<file path="src/hdl/pda_pkg.sv">
/*
 * Constants and types shared by the process/deviation alarm block.
 * Assumes one 25 MHz clock and signed values held as plain integers.
 */
package pda_pkg;

   // ==========================================================
   // Clock and timing
   localparam int unsigned CLK_HZ = 25_000_000;
   localparam int unsigned TICK_PERIOD_S = 1;
   localparam int unsigned TICK_CYCLES = CLK_HZ * TICK_PERIOD_S;
   localparam int unsigned TICK_W = 25;

   // ==========================================================
   // Value widths and ranges
   localparam int unsigned VAL_W = 18;
   localparam int unsigned CALC_W = 20;
   localparam int unsigned HYST_W = 14;
   localparam int unsigned DELAY_W = 14;
   localparam int VAL_MIN = -99_999;
   localparam int VAL_MAX = 99_999;
   localparam int unsigned HYST_MIN = 1;
   localparam int unsigned HYST_MAX = 9_999;
   localparam logic [DELAY_W-1:0] DELAY_MAX_S = 14'h270f;

   // ==========================================================
   // Error status of analog signals
   localparam int unsigned ERR_W = 4;
   localparam logic [ERR_W-1:0] ERR_NONE = 4'h0;

   // ==========================================================
   // Reset values
   localparam logic BLOCK_RST = 1'b1;
   localparam logic STARTED_RST = 1'b0;
   localparam logic [1:0] ALARM_RST = 2'h0;
   localparam logic MUTE_RST = 1'b0;
   localparam logic OUT_RST = 1'b0;

   // ==========================================================
   // Configuration encodings
   typedef enum logic [1:0] {
      PDA_TYPE_OFF = 2'h0,
      PDA_TYPE_PROCESS = 2'h1,
      PDA_TYPE_DEVIATION = 2'h2
   } pda_type_e;

   typedef enum logic [1:0] {
      PDA_SIDE_BOTH = 2'h0,
      PDA_SIDE_HIGH = 2'h1,
      PDA_SIDE_LOW = 2'h2
   } pda_side_e;

   typedef enum logic [1:0] {
      PDA_BLK_OFF = 2'h0,
      PDA_BLK_STARTUP = 2'h1,
      PDA_BLK_SETPOINT = 2'h2,
      PDA_BLK_BOTH = 2'h3
   } pda_block_e;

   // Side index in two-bit condition vectors
   localparam int unsigned SIDE_HI = 0;
   localparam int unsigned SIDE_LO = 1;

endpackage

</file>
<file path="src/hdl/pda_qual_if.sv">
/*
 * Carrier between the alarm core and its delay qualifier.
 * Assumes both ends run on the same clock.
 */
`timescale 1ns/1ps
interface pda_qual_if;
   logic [1:0] cond;
   logic [pda_pkg::DELAY_W-1:0] delay_s;
   logic [1:0] met;

   modport core (output cond, output delay_s, input met);
   modport qual (input cond, input delay_s, output met);
endinterface

</file>
<file path="src/hdl/pda_alarm.sv">
/*
 * Process/deviation alarm: compares a monitored value with absolute
 * limits or with a window around a center reference and drives one
 * digital alarm output.
 * Assumes all inputs come from logic on core_clk and that limits stay
 * within the documented signed range.
 */
`timescale 1ns/1ps
// Functional notes
// - Type off holds the alarm output off whatever the value.
// - Process mode: high above high limit, low below low limit.
// - Sides picks both, high only or low only; other side never alarms.
// - Process limits are signed absolutes from -99,999 to 99,999.
// - Process alarms clear only once back past the limit by hysteresis.
// - Deviation high: value above center plus high offset.
// - Deviation low: value below center plus low offset.
// - Deviation offsets are signed, -99,999 to 99,999, either side of center.
// - Deviation trip points follow the live center every cycle.
// - Deviation hysteresis is measured from each trip point.
// - Condition must persist the delay, 0 to 9,999 s; early return cancels.
// - Latching: alarm holds until condition ends and a clear request comes.
// - Non-latching: alarm drops once condition and hysteresis allow.
// - Silencing enabled: mute request turns output inactive unless an input error stands, state stays.
// - Silenced output waits for a clear and a fresh alarm.
// - Silencing disabled: mute requests ignored.
// - Blocking suppresses alarms until the value first reads normal.
// - Startup blocking arms at reset; both also re-arms deviation blocking on setting changes.
// - Set-point blocking re-arms deviation blocking on center or limit change.
// - Polarity picks close on alarm or open on alarm output level.
// - Display option raises an attention flag while an alarm is active.
// - Clear parameter resets the alarm state once the cause is gone.
// - Silence parameter turns the output inactive after an alarm.
// - Disable input acts like type off, but deviation set-point blocking still re-arms.
// - Input error sets alarm state and drives the output active.
// - The block's own error status always reads none.
module pda_alarm #(
   parameter int unsigned TICK_CYCLES = pda_pkg::TICK_CYCLES
) (
   input wire logic core_clk,
   input wire logic rstn,
   input wire logic signed [pda_pkg::VAL_W-1:0] monitored_value,
   input wire logic [pda_pkg::ERR_W-1:0] monitored_error,
   input wire logic signed [pda_pkg::VAL_W-1:0] center_reference,
   input wire logic mute_request,
   input wire logic acknowledge_request,
   input wire logic disable_request,
   input wire pda_pkg::pda_type_e cfg_type,
   input wire pda_pkg::pda_side_e cfg_sides,
   input wire logic signed [pda_pkg::VAL_W-1:0] cfg_low_limit,
   input wire logic signed [pda_pkg::VAL_W-1:0] cfg_high_limit,
   input wire logic [pda_pkg::HYST_W-1:0] cfg_hysteresis,
   input wire logic [pda_pkg::DELAY_W-1:0] cfg_delay_s,
   input wire logic cfg_latching,
   input wire logic cfg_silence_en,
   input wire pda_pkg::pda_block_e cfg_blocking,
   input wire logic cfg_close_on_alarm,
   input wire logic cfg_display_en,
   input wire logic cfg_clear_param,
   input wire logic cfg_silence_param,
   output logic alarm_out,
   output logic display_attention,
   output logic alarm_state,
   output logic alarm_high,
   output logic alarm_low,
   output logic alarm_blocked,
   output logic [pda_pkg::ERR_W-1:0] out_error_status
);

   typedef logic signed [pda_pkg::CALC_W-1:0] pda_calc_t;

   // ==========================================================
   // Enable and mode decode
   wire type_on = (cfg_type != pda_pkg::PDA_TYPE_OFF);
   wire active_en = type_on && !disable_request;
   wire is_dev = (cfg_type == pda_pkg::PDA_TYPE_DEVIATION);
   wire watch_hi = (cfg_sides != pda_pkg::PDA_SIDE_LOW);
   wire watch_lo = (cfg_sides != pda_pkg::PDA_SIDE_HIGH);

   // ==========================================================
   // Widened operands
   // Two spare bits keep center plus offset, minus hysteresis, from wrapping
   wire pda_calc_t val_w = pda_calc_t'(monitored_value);
   wire pda_calc_t ctr_w = pda_calc_t'(center_reference);
   wire pda_calc_t lo_w = pda_calc_t'(cfg_low_limit);
   wire pda_calc_t hi_w = pda_calc_t'(cfg_high_limit);
   wire pda_calc_t hyst_w = pda_calc_t'({1'b0, cfg_hysteresis});

   // ==========================================================
   // Trip points
   // Recomputed combinationally so a moving center moves the window at once
   wire pda_calc_t base_w = is_dev ? ctr_w : '0;
   wire pda_calc_t hi_trip = pda_calc_t'(base_w + hi_w);
   wire pda_calc_t lo_trip = pda_calc_t'(base_w + lo_w);
   wire pda_calc_t hi_rel = pda_calc_t'(hi_trip - hyst_w);
   wire pda_calc_t lo_rel = pda_calc_t'(lo_trip + hyst_w);

   // ==========================================================
   // Raw conditions, side masked
   wire hi_cond = watch_hi && (val_w > hi_trip);
   wire lo_cond = watch_lo && (val_w < lo_trip);
   wire in_normal = !hi_cond && !lo_cond;

   // A side is back to normal only past its trip point by the hysteresis
   wire hi_back = !watch_hi || (val_w <= hi_rel);
   wire lo_back = !watch_lo || (val_w >= lo_rel);

   // ==========================================================
   // Input error
   wire input_err = active_en && (monitored_error != pda_pkg::ERR_NONE);

   // ==========================================================
   // Blocking
   logic block_q;
   logic block_d;
   logic started_q;
   logic signed [pda_pkg::VAL_W-1:0] ctr_prev_q;
   logic signed [pda_pkg::VAL_W-1:0] lo_prev_q;
   logic signed [pda_pkg::VAL_W-1:0] hi_prev_q;

   wire blk_startup = (cfg_blocking == pda_pkg::PDA_BLK_STARTUP) ||
                      (cfg_blocking == pda_pkg::PDA_BLK_BOTH);
   wire blk_setpt = (cfg_blocking == pda_pkg::PDA_BLK_SETPOINT) ||
                    (cfg_blocking == pda_pkg::PDA_BLK_BOTH);
   wire setting_chg = (center_reference != ctr_prev_q) ||
                      (cfg_low_limit != lo_prev_q) ||
                      (cfg_high_limit != hi_prev_q);
   // Only deviation alarms re-arm on a setting change; off never re-arms
   wire rearm = started_q && blk_setpt && is_dev && setting_chg;

   // Re-arming wins over release when both land in one cycle
   always_comb begin
      if (!started_q) begin
         block_d = blk_startup;
      end else if (rearm) begin
         block_d = 1'b1;
      end else if (in_normal || cfg_blocking == pda_pkg::PDA_BLK_OFF) begin
         block_d = 1'b0;
      end else begin
         block_d = block_q;
      end
   end

   // Strap-like arming is caught on the first edge after release
   always_ff @(posedge core_clk or negedge rstn) begin
      if (!rstn) begin
         block_q <= pda_pkg::BLOCK_RST;
         started_q <= pda_pkg::STARTED_RST;
      end else begin
         block_q <= block_d;
         started_q <= 1'b1;
      end
   end

   always_ff @(posedge core_clk or negedge rstn) begin
      if (!rstn) begin
         ctr_prev_q <= '0;
         lo_prev_q <= '0;
         hi_prev_q <= '0;
      end else begin
         ctr_prev_q <= center_reference;
         lo_prev_q <= cfg_low_limit;
         hi_prev_q <= cfg_high_limit;
      end
   end

   // ==========================================================
   // Delay qualification
   pda_qual_if qif ();

   // Blocked or disabled conditions never start the delay count
   // A setting change masks its own cycle, before block_q has caught up
   wire eval_en = active_en && !block_q && !rearm;
   assign qif.cond = {lo_cond, hi_cond} & {2{eval_en}};
   assign qif.delay_s = cfg_delay_s;

   pda_delay_qual #(
      .TICK_CYCLES(TICK_CYCLES)
   ) u_qual (
      .core_clk(core_clk),
      .rstn(rstn),
      .qif(qif)
   );

   // ==========================================================
   // Alarm state per side
   logic [1:0] alarm_q;
   logic [1:0] alarm_d;

   wire clear_req = acknowledge_request || cfg_clear_param;
   wire release_ok = !cfg_latching || clear_req;
   wire [1:0] back = {lo_back, hi_back};
   wire [1:0] drop = back & ~qif.met & {2{release_ok}};

   // A qualified condition wins over a clear in the same cycle
   assign alarm_d = active_en ? (qif.met | (alarm_q & ~drop)) : '0;

   always_ff @(posedge core_clk or negedge rstn) begin
      if (!rstn) begin
         alarm_q <= pda_pkg::ALARM_RST;
      end else begin
         alarm_q <= alarm_d;
      end
   end

   wire any_alarm_d = (|alarm_d) || input_err;

   // ==========================================================
   // Silencing
   logic mute_q;
   logic mute_d;

   wire mute_req = mute_request || cfg_silence_param;
   wire mute_take = cfg_silence_en && mute_req;

   // Mute is dropped only with the alarm state, so a new alarm shows again
   always_comb begin
      if (!any_alarm_d) begin
         mute_d = 1'b0;
      end else if (mute_take) begin
         mute_d = 1'b1;
      end else begin
         mute_d = mute_q;
      end
   end

   always_ff @(posedge core_clk or negedge rstn) begin
      if (!rstn) begin
         mute_q <= pda_pkg::MUTE_RST;
      end else begin
         mute_q <= mute_d;
      end
   end

   // ==========================================================
   // Output level
   // An input error overrides muting so a broken sensor is always seen
   wire out_active = input_err || (any_alarm_d && !mute_d);
   wire out_level = cfg_close_on_alarm ? out_active : !out_active;
   wire out_d = active_en && out_level;
   wire disp_d = cfg_display_en && any_alarm_d;

   always_ff @(posedge core_clk or negedge rstn) begin
      if (!rstn) begin
         alarm_out <= pda_pkg::OUT_RST;
         display_attention <= 1'b0;
         alarm_state <= 1'b0;
         alarm_high <= 1'b0;
         alarm_low <= 1'b0;
         alarm_blocked <= pda_pkg::BLOCK_RST;
         out_error_status <= pda_pkg::ERR_NONE;
      end else begin
         alarm_out <= out_d;
         display_attention <= disp_d;
         alarm_state <= any_alarm_d;
         alarm_high <= alarm_d[pda_pkg::SIDE_HI];
         alarm_low <= alarm_d[pda_pkg::SIDE_LO];
         alarm_blocked <= block_d;
         out_error_status <= pda_pkg::ERR_NONE;
      end
   end

endmodule

</file>
<file path="src/hdl/pda_delay_qual.sv">
/*
 * Per-side delay qualifier: a condition must hold for delay_s whole
 * seconds before it is reported as met.
 * Assumes cond comes from logic on core_clk.
 */
`timescale 1ns/1ps
module pda_delay_qual #(
   parameter int unsigned TICK_CYCLES = pda_pkg::TICK_CYCLES
) (
   input wire logic core_clk,
   input wire logic rstn,
   pda_qual_if.qual qif
);

   localparam logic [pda_pkg::TICK_W-1:0] TICK_LAST =
      pda_pkg::TICK_W'(TICK_CYCLES - 1);

   // ==========================================================
   // One second divider and counter per side
   // Divider restarts with the condition, so no phase error shortens the delay
   for (genvar i = 0; i < 2; i++) begin : g_side
      logic [pda_pkg::TICK_W-1:0] div_q;
      logic [pda_pkg::DELAY_W-1:0] sec_q;
      wire tick = (div_q == TICK_LAST);
      wire sat = (sec_q == pda_pkg::DELAY_MAX_S);

      always_ff @(posedge core_clk or negedge rstn) begin
         if (!rstn) begin
            div_q <= '0;
            sec_q <= '0;
         end else if (!qif.cond[i]) begin
            div_q <= '0;
            sec_q <= '0;
         end else begin
            div_q <= tick ? '0 : div_q + 1'b1;
            if (tick && !sat) begin
               sec_q <= sec_q + 1'b1;
            end
         end
      end

      assign qif.met[i] = qif.cond[i] && (sec_q >= qif.delay_s);
   end

endmodule

</file>
<file path="config.mk">
export PLATFORM = sky130hd
export DESIGN_NAME = pda_alarm
export DESIGN_NICKNAME = d
export VERILOG_FILES = /design/src/hdl/pda_pkg.sv /design/src/hdl/pda_qual_if.sv /design/src/hdl/pda_alarm.sv /design/src/hdl/pda_delay_qual.sv
export SDC_FILE = /design/constraint.sdc
export NUM_CORES = 1
export LEC_CHECK = 0
export ABC_AREA = 0
export BUFFER_PORTS_ARGS = -buffer_cell sky130_fd_sc_hd__buf_2
export CAP_MARGIN = 20
export CORE_MARGIN = 4
export CORE_UTILIZATION = 50
export DETAILED_ROUTE_END_ITERATION = 16
export HOLD_SLACK_MARGIN = 0.02
export PLACE_DENSITY = 0.7
export SLEW_MARGIN = 40
export SYNTH_ARGS = -nofsm -noshare
export SYNTH_HDL_FRONTEND = slang
export SYNTH_SLANG_ARGS = --single-unit
</file>
<file path="constraint.sdc">
create_clock -name core_clk -period 4 [get_ports core_clk]
set_input_delay 1.2 -clock core_clk [delete_from_list [all_inputs] [get_ports core_clk]]
set_output_delay 1.2 -clock core_clk [all_outputs]
set_load 0.02 [all_outputs]
</file>
======== After elaboration in Yosys (flattened, before gate mapping) ========
Cells that the tools add are included.
operators by class
  add/subtract/negate cells ............... 8
  multipliers ............................. 0
  div/mod/pow operators ................... 0
  magnitude comparators ................... 6
  equal/unequal tests ..................... 16
  shifts and indexed selects .............. 0
  muxes and demuxes ....................... 16
  bitwise operators ....................... 7
  reduce and logical (&&, ||, !) cells .... 46
operators with widths
  kind                                                             number
  25-bit 2-to-1 mux                                                4
  14-bit 2-to-1 mux                                                4
  18-bit != test                                                   3
  25-bit by 1-bit adder with 25-bit output, second input constant  2
  25-bit equality test, second input constant                      2
  20-bit by 18-bit adder with 20-bit output                        2
  14-bit by 1-bit adder with 14-bit output, second input constant  2
  14-bit equality test, second input constant                      2
  14-bit greater-or-equal comparator                               2
  20-bit by 15-bit adder with 20-bit output                        1
  18-bit by 20-bit greater-or-equal comparator with 1-bit output   1
  18-bit by 20-bit > comparator with 1-bit output                  1
  18-bit by 20-bit less-or-equal comparator with 1-bit output      1
  18-bit by 20-bit < comparator with 1-bit output                  1
  20-bit 2-to-1 mux                                                1
  20-bit by 15-bit subtractor with 20-bit output                   1
  1-bit logical AND                                                18
  1-bit zero test                                                  12
  1-bit logical OR                                                 12
  2-bit AND                                                        4
  2-bit equality test, second input constant                       3
  1-bit 2-to-1 mux                                                 6
  2-bit != test, second input constant                             3
  2-bit inverter                                                   2
  9 further kinds                                                  9
word-level totals
  bits in registers ....................... 142
  latch bits .............................. 0
  RAM bits ................................ 0
  bits in read-only memories .............. 0
  bits of input ports ..................... 121
  output and inout port bits .............. 10
  logic and storage cells ................. 115
  memories kept ........................... 0

======== Logic depth before layout (Yosys ltp) ========
Gate-level depths: netlist (run 1).
  word-level depth ........................ 25
  depth in mapped cells ................... 36
  depth with buffers taken out ............ 34

======== Modules after synthesis ========
From an unflattened synthesis (run 1), not the netlist that was laid out.
unflattened totals
  cell total of the unflattened synthesis .. 1444
  area, all modules ....................... 12778.5 um^2
by module, submodules not included
  module          instances  cells an instance  area an instance (um^2)  sequential area each (um^2)
  pda_alarm       1          937                7943.9                   1552.7
  pda_delay_qual  1          507                4834.6                   1951.9

======== Worst setup path after synthesis (run 1) ========
OpenSTA, ideal clock, no wires.
  path type ............................... input to register
  start point ............................. in cfg_type[1]
  end point ............................... reg alarm_out
  library setup time ...................... 69 ps
  data arrival time ....................... 7613 ps
  required time ........................... 3931 ps
  slack ................................... -3682 ps
  stages .................................. 32
  buffers on the path ..................... 3
  cells stage by stage .................... nor2b_1 > buf_4 > clkbuf_1 > clkbuf_1 > and2_1 > ha_1 > a21o_1 > maj3_2 > a32o_1 > maj3_1 > a21o_1 > a21o_1 > xor2_1 > ha_1 > and3_1 > a21oi_1 > a31o_2 > o21ai_0 > nor2_1 > nand3_1 > xnor2_1 > ha_1 > nand4_1 > or2_2 > o221ai_1 > mux2_2 > o311a_1 > a31oi_1 > inv_1 > nor4_1 > mux2i_1 > nand3_1
on the way
  word-level cells in the longest chain between the ends .. 23
  elaborated cells on any way between the ends .. 41
  classes of those cells .................. add/sub: 4; order compare: 4; eq/ne: 1; mux: 4; bitwise: 7; reduce/logical: 21
ends and longest elaborated chain
  what                                                                                RTL line          text
  from (decl)                                                                         pda_alarm.sv:47   input wire pda_pkg::pda_type_e cfg_type,
  branches (longest 13 deep; another with 20-bit by 18-bit adder with 20-bit output)  --
  2-bit 2-to-1 mux (*)                                                                pda_alarm.sv:195  assign alarm_d = active_en ? (qif.met | (alarm_q & ~drop)) : '0;
  named net alarm_d[0]                                                                pda_alarm.sv:187  logic [1:0] alarm_d;
  2-bit OR reduction (*)                                                              pda_alarm.sv:205  wire any_alarm_d = (|alarm_d) || input_err;
  1-bit logical OR (*)                                                                pda_alarm.sv:205
  1-bit 2-to-1 mux                                                                    pda_alarm.sv:217  if (!any_alarm_d) begin
  1-bit zero test                                                                     pda_alarm.sv:237  wire out_active = input_err || (any_alarm_d && !mute_d);
  1-bit logical AND (*)                                                               pda_alarm.sv:237
  1-bit logical OR (*)                                                                pda_alarm.sv:237
  1-bit zero test                                                                     pda_alarm.sv:238  wire out_level = cfg_close_on_alarm ? out_active : !out_active;
  1-bit 2-to-1 mux (*)                                                                pda_alarm.sv:238
  1-bit logical AND (*)                                                               pda_alarm.sv:239  wire out_d = active_en && out_level;
  named net out_d                                                                     pda_alarm.sv:239
  to (signal assigned)                                                                pda_alarm.sv:244  alarm_out <= pda_pkg::OUT_RST;
  to (signal assigned)                                                                pda_alarm.sv:252  alarm_out <= out_d;
  to (decl)                                                                           pda_alarm.sv:60   output logic alarm_out,
Mark *: on every way through the listed nets, which the timed path passes.
A chain may end at the register's enable or synchronous reset.

======== Worst setup path in the final report (run 1) ========
Ends and elaborated chain as after synthesis.

==> flow_metrics.env, run 1 <==
export IMPL_status="finished, violations left"
export IMPL_violations="setup timing"
export IMPL_synthCells=1406
export IMPL_io_buffers=126
export IMPL_min_path_type="reg2reg"
export IMPL_fin_nets=2126
export IMPL_grt_pass1_vias=12070
export IMPL_antenna_found_initial=1
export IMPL_overflow=0
export IMPL_grt_pass1_wl_mm=59.95
export IMPL_dr_first_iter_drc_count=895
export IMPL_crit_path_start_kind="input port"
export IMPL_cts_root_buf="clkbuf_16"
export IMPL_yosysWarnings=0
export IMPL_fin_crit_ps=6629
export IMPL_slowest_delay_ps=350
export IMPL_dieArea_mm2=0.02712
export IMPL_synth_top_area_share_pct=28.34
export IMPL_setup_ws_ps=-2629
export IMPL_ir_drop_mv=0.2177
export IMPL_design_area_mm2=0.01741
export IMPL_syn_cell_area_mm2=0.01227
export IMPL_end_kind="flip-flop"
export IMPL_final_hold_viol_count=0
export IMPL_synth_edf_count=0
export IMPL_die_w_um=164.7
export IMPL_ys_ff_latch=140
export IMPL_critical_path_class="in2reg"
export IMPL_cp_top_family="compound AO/OA/AOI/OAI gates"
export IMPL_total_power_w=0.005262
export IMPL_cts_sinks=140
export IMPL_fin_crit_sh_pct=165.7
export IMPL_cp_arrival_ps=7010
export IMPL_seq_area_frac_synth_pct=28.55
export IMPL_instances_no_fill=2174
export IMPL_syn_to_final_growth_pct=41.80
export IMPL_via_count=12220
export IMPL_ioPinCount=131
export IMPL_path_clk_slew_ps=70
export IMPL_htreeDepth=4
export IMPL_worstMarginPinSlew_ps=811.7
export IMPL_first_pass_iters=6
export IMPL_viasPerCell=5.619
export IMPL_initial_core_util_pct=50.62
export IMPL_final_common_cell="buf_4"
export IMPL_tritoncts="done"
export IMPL_max_slew_margin_pct=45.43
export IMPL_clock_latency_ps=440
export IMPL_cts_hold_buf=0
export IMPL_antenna_left=0
export IMPL_ys_async_sr_fraction_pct=100.0
export IMPL_rows=57
export IMPL_yosysTopAreaCell="dfrtp_1"
export IMPL_power_density_mw_per_mm2=302.3
export IMPL_grt_max_degree=61
export IMPL_clk_path_buf_depth=2
export IMPL_place_gp_congestion=0.9025
export IMPL_gr_usage_all_layers_pct=27.68
export IMPL_place_hpwl_mm=28.80
export IMPL_cp_max_fo=5
export IMPL_cts_buffers=17
export IMPL_post_dp_cell_area_mm2=0.01540
export IMPL_pre_cts_ws_ps=-3346
export IMPL_cp_required_ps=4380
export IMPL_wirelength_mm=39.43
export IMPL_drv_slew=0
export IMPL_core_mm2=0.02425
export IMPL_route_detailed_drc=0
export IMPL_setup_violations_final=85
export IMPL_die_h_um=164.7
export IMPL_drive_above_1_share_pct=36.61
export IMPL_clock_fmax_ghz=0.1509
export IMPL_rsz0062_at_grt="yes"
export IMPL_fin_skew_ps=18.91
export IMPL_synth_cell_types=78
export IMPL_maxCapViolCount=0
export IMPL_ys_top_cells_by_area="dfrtp_1 28%, ha_1 17%, xor2_1 7.8%"
export IMPL_synth_ff_type="dfrtp_1"
export IMPL_cp_slowest_cell="fa_2"
export IMPL_dp_cells=2103
export IMPL_most_common_layout_cells="294 x buf_4, 149 x ha_1, 139 x dfrtp_1, 123 x buf_2, 105 x xor2_1"
export IMPL_drt_wirelength_per_cell_um=18.14
export IMPL_syn_mean_instance_area_um2=8.730
export IMPL_path_buf_inv=3
export IMPL_setup_tns_final_ps=-150520
export IMPL_p_leak_nw=8.507
==> state kept, by name, indices dropped and copies added, names as in the netlist <==
signal / cells
u_qual.g_side.div_q: 50
u_qual.g_side.sec_q: 28
ctr_prev_q: 18
hi_prev_q: 18
lo_prev_q: 18
alarm_blocked: 1
alarm_low: 1
alarm_out: 1
alarm_q: 1
alarm_state: 1
display_attention: 1
mute_q: 1
started_q: 1
==> worst register-to-register path: stages (launching register included) <==
cell and delay (ps):
dfrtp_1 420, ha_1 230, and3_1 290, nand2_1 90, nor4_1 520, o31ai_1 360
or3_1 500, nor2_1 230, nand3_1 140, xor2_1 240, nor2_2 80
==> synthesized netlist by cell type (8+ instances only) <==
cell,instances
nand2b_1,25
inv_1,97
o21a_1,15
xor2_1,110
nand3_1,50
nor2_1,152
nor2b_1,22
a21oi_1,70
nor3_1,16
buf_2,11
a211oi_1,8
a21o_1,51
xnor2_1,74
clkbuf_1,20
and3_1,28
nor4_1,21
ha_1,165
nand4_1,25
dfrtp_1,139
o31ai_1,8
o21ai_0,41
and2_1,18
o211ai_1,12
a31oi_1,15
nand2_1,89
==> path summary, 6_finish.rpt <==
check | startpoint | endpoint | slack (ps) | cells after the start
setup / recovery | cfg_type[1] | alarm_out | -2630 | 33
hold / removal | u_qual.g_side[0].div_q[0] | u_qual.g_side[0].div_q[0] | 510 | 1
setup reg to reg | u_qual.g_side[0].div_q[0] | u_qual.g_side[0].sec_q[11] | 780 | 10
hold reg to reg | u_qual.g_side[0].div_q[0] | u_qual.g_side[0].div_q[0] | 510 | 1
max in group asynchronous | rstn | alarm_low | 2480 | 2
min in group asynchronous | rstn | u_qual.g_side[0].sec_q[2] | 740 | 1
==> power by group <==
part	switching (W)	internal [W]
clock network	0.000696	0.000866
logic	0.00113	0.00110
registers	0.0000179	0.00145
==> layer usage <==
metal	up-vias	share of wire [%]	GRT usage (%)
met1	5889	42	35.60
met2	403	49	46.29
li1	5813	-	-
met3	110	5.1	3.519
met4	0	4.5	13.12
met5	-	0	0
==> cells by family after synthesis <==
| group | after synthesis | share of synthesized area [%] |
|---|---|---|
| and+or+nand+nor | 489 | 19.96 |
| AOI/OAI and AO/OA | 278 | 15.52 |
| xor gates and xnor gates | 185 | 13.26 |
| adders and majority gates | 173 | 17.81 |
| DFF | 140 | 28.55 |
| buffers and inverters | 133 | 4.332 |
| muxes | 6 | 0.5097 |
| other | 2 | 0.06118 |
==> cell type report <==
cell class                 instances  area (µm²)
antenna                            1       2.502
fill                            1746        6843
clock buffer                      18       429.2
inverter                          97       364.1
multi-input combinational       1136        9338
sequential                       140        3505
clock inverter                    14       135.1
timing repair buffer             444        3227
tap                              324       405.4
==> stage by stage <==
step / hold WS, ps / utilization (%)
6_report: 514.0 / 71.78
5_1_grt: 525.4 / 71.78
4_1_cts: 491.3 / 68.44
3_5_place_dp: 482.5 / 63.52
3_3_place_gp: 476.9 / 63.50
2_1_floorplan: 443.0 / -
==> what timing repair did <==
| action | 4_1_cts | 5_1_grt |
|---|---|---|
| cloned | 2 | 3 |
| endpoints found under the setup margin | 85 | 85 |
| setup buffers | 19 | 19 |
| gates resized for setup | 91 | 157 |
| pin swaps | 53 | 83 |
(Power assumes the default switching activity.)
==> run 2: changes to the inputs <==
--- a/config.mk
+++ b/config.mk
@@ -13,6 +13,7 @@
 export DETAILED_ROUTE_END_ITERATION = 16
 export HOLD_SLACK_MARGIN = 0.02
 export PLACE_DENSITY = 0.7
+export SETUP_SLACK_MARGIN = 0.15
 export SLEW_MARGIN = 40
 export SYNTH_ARGS = -nofsm -noshare
 export SYNTH_HDL_FRONTEND = slang
==> run 2 against run 1 <==
  * Critical endpoint is now display_attention
  * Global-route usage stayed put
  * Sequential power hardly changed
  * Die area unchanged
  * Wire length grew 1.8%
  * The run still ends with setup timing left
==> flow_metrics.env, run 2 (synthesis results as in run 1) <==
export IMPL_top_register="u_qual.g_side.div_q"
export IMPL_most_common_layout_cells="303 x buf_4, 147 x ha_1, 139 x dfrtp_1, 123 x buf_2, 106 x xor2_1"
export IMPL_initial_core_util_pct=50.62
export IMPL_io_buffers=126
export IMPL_syn_to_final_growth_pct=43.58
export IMPL_instances_no_fill=2190
export IMPL_cts_hold_buf=0
export IMPL_slowest_delay_ps=360
export IMPL_crit_path_start_kind="input port"
export IMPL_die_h_um=164.7
export IMPL_final_hold_viol_count=0
export IMPL_drt_wirelength_per_cell_um=18.34
export IMPL_fin_crit_sh_pct=166.6
export IMPL_route_detailed_drc=0
export IMPL_setup_violations_final=85
export IMPL_clock_latency_ps=440
export IMPL_status="finished, violations left"
export IMPL_regArea_mm2=0.003505
export IMPL_antennaDiodeCount=0
export IMPL_viasPerCell=5.611
export IMPL_final_common_cell="buf_4"
export IMPL_rows=57
export IMPL_cts_sinks=140
export IMPL_grt_pass1_wl_mm=59.95
export IMPL_core_mm2=0.02425
export IMPL_grt_max_degree=61
export IMPL_cts_root_buf="clkbuf_16"
export IMPL_fin_nets=2143
export IMPL_grt_pass1_vias=12070
export IMPL_violations="setup timing"
export IMPL_top_regs="u_qual.g_side.div_q: 50 flops, u_qual.g_side.sec_q: 28 flops"
export IMPL_rrSetupSlack_ps=780
export IMPL_clk_path_buf_depth=2
export IMPL_fin_crit_ps=6665
export IMPL_cp_slowest_cell="maj3_1"
export IMPL_cp_arrival_ps=6980
export IMPL_ir_drop_mv=0.2176
export IMPL_rsz0062_at_grt="yes"
export IMPL_dieArea_mm2=0.02712
export IMPL_p_leak_nw=8.586
export IMPL_largest_reg_flops=50
export IMPL_end_kind="flip-flop"
export IMPL_power_density_mw_per_mm2=300.9
export IMPL_antenna_left=0
export IMPL_path_clk_slew_ps=60
export IMPL_multiInputGateArea_mm2=0.009351
export IMPL_fin_skew_ps=21.79
export IMPL_maxCapViolCount=0
export IMPL_clock_fmax_ghz=0.1500
export IMPL_place_hpwl_mm=28.80
export IMPL_setup_ws_ps=-2665
export IMPL_cp_max_fo=4
export IMPL_min_path_type="reg2reg"
export IMPL_tritoncts="done"
export IMPL_gr_usage_all_layers_pct=27.68
export IMPL_dp_cells=2103
export IMPL_n_fill_cell=1706
export IMPL_antenna_found_initial=0
export IMPL_ioPinCount=131
export IMPL_die_w_um=164.7
export IMPL_setup_tns_final_ps=-164160
export IMPL_via_count=12290
export IMPL_first_pass_iters=5
export IMPL_place_gp_congestion=0.9025
export IMPL_cts_buffers=17
export IMPL_dr_first_iter_drc_count=969
export IMPL_max_slew_margin_pct=43.90
export IMPL_cp_required_ps=4320
export IMPL_wirelength_mm=40.16
export IMPL_worstMarginPinSlew_ps=834.3
export IMPL_drive_above_1_share_pct=37.41
export IMPL_htreeDepth=4
export IMPL_critical_path_class="in2reg"
export IMPL_drv_slew=0
export IMPL_overflow=0
## run 2: changes by cell type in the layout (fill, tap and decap cells not counted), sizes merged
cell    delta
diode      -1
clkbuf     +3
buf       +14
## run 2: report_power, final
| group | switching, W | internal [W] | leakage, nW |
|---|---|---|---|
| Combinational | 0.00114 | 0.00113 | 6.50 |
| Sequential | 0.0000173 | 0.00145 | 1.82 |
| Clock | 0.000697 | 0.000866 | 0.264 |
| Total | 0.00186 | 0.00345 | 8.59 |
## run 2: stage by stage
| stage | hold WS, ps | worst slack [ps] | area, µm² | total power (W) | utilization (%) |
|---|---|---|---|---|---|
| 3_5_place_dp | 482.5 | -3346 | 15400 | 0.003371 | 63.52 |
| 3_3_place_gp | 476.9 | -3083 | 15400 | 0.003308 | 63.50 |
| 5_1_grt | 521.0 | -2942 | 17620 | 0.005572 | 72.68 |
| 6_report | 500.8 | -2665 | 17620 | 0.005303 | 72.68 |
| 2_1_floorplan | 443.0 | -3127 | 12470 | 0.002570 | - |
| 4_1_cts | 491.3 | -2572 | 16590 | 0.005089 | 68.44 |
## run 2: repair_timing
| item | CTS | global route |
|---|---|---|
| pin swaps | 53 | 100 |
| endpoints found under the setup margin | 85 | 85 |
| endpoints found under the hold margin | 0 | 0 |
| cloned | 2 | 5 |
| gates resized for setup | 91 | 167 |
| setup buffers | 19 | 29 |
## run 2: worst paths after layout
kind,startpoint,endpoint,cells after the start
max,cfg_type[0],display_attention,30
min,u_qual.g_side[1].div_q[0],u_qual.g_side[1].div_q[0],1
max reg2reg,u_qual.g_side[0].div_q[0],u_qual.g_side[0].sec_q[11],10
min reg2reg,u_qual.g_side[1].div_q[0],u_qual.g_side[1].div_q[0],1
max in group asynchronous,rstn,mute_q,2
min in group asynchronous,rstn,u_qual.g_side[0].sec_q[2],1
## run 2: routing by layer
| layer | track usage [%] | up-vias | wire [µm] |
|---|---|---|---|
| li1 | - | 5842 | - |
| met1 | 35.60 | 5993 | 16800 |
| met2 | 46.29 | 349 | 19860 |
| met3 | 3.519 | 103 | 1838 |
| met4 | 13.12 | 0 | 1659 |
| met5 | 0 | - | 0 |
## run 2: critical path: cells and delay by family
| family | cells | cell delay, ps |
|---|---|---|
| adder cells (fa/ha/maj) | 5 | 1490 |
| buffers and inverters | 3 | 350 |
| multiplexers | 1 | 330 |
| AND/OR/NAND/NOR | 11 | 1710 |
| XOR/XNOR | 2 | 390 |
| AO/OA/AOI/OAI | 8 | 1520 |
## run 2: layout make-up
cell class | count | area share, %
sequential | 140 | 19.89
multi-input combinational | 1136 | 53.06
inverter | 97 | 2.066
clock inverter | 14 | 0.7668
timing repair buffer | 461 | 19.48
tap | 324 | 2.300
clock buffer | 18 | 2.435
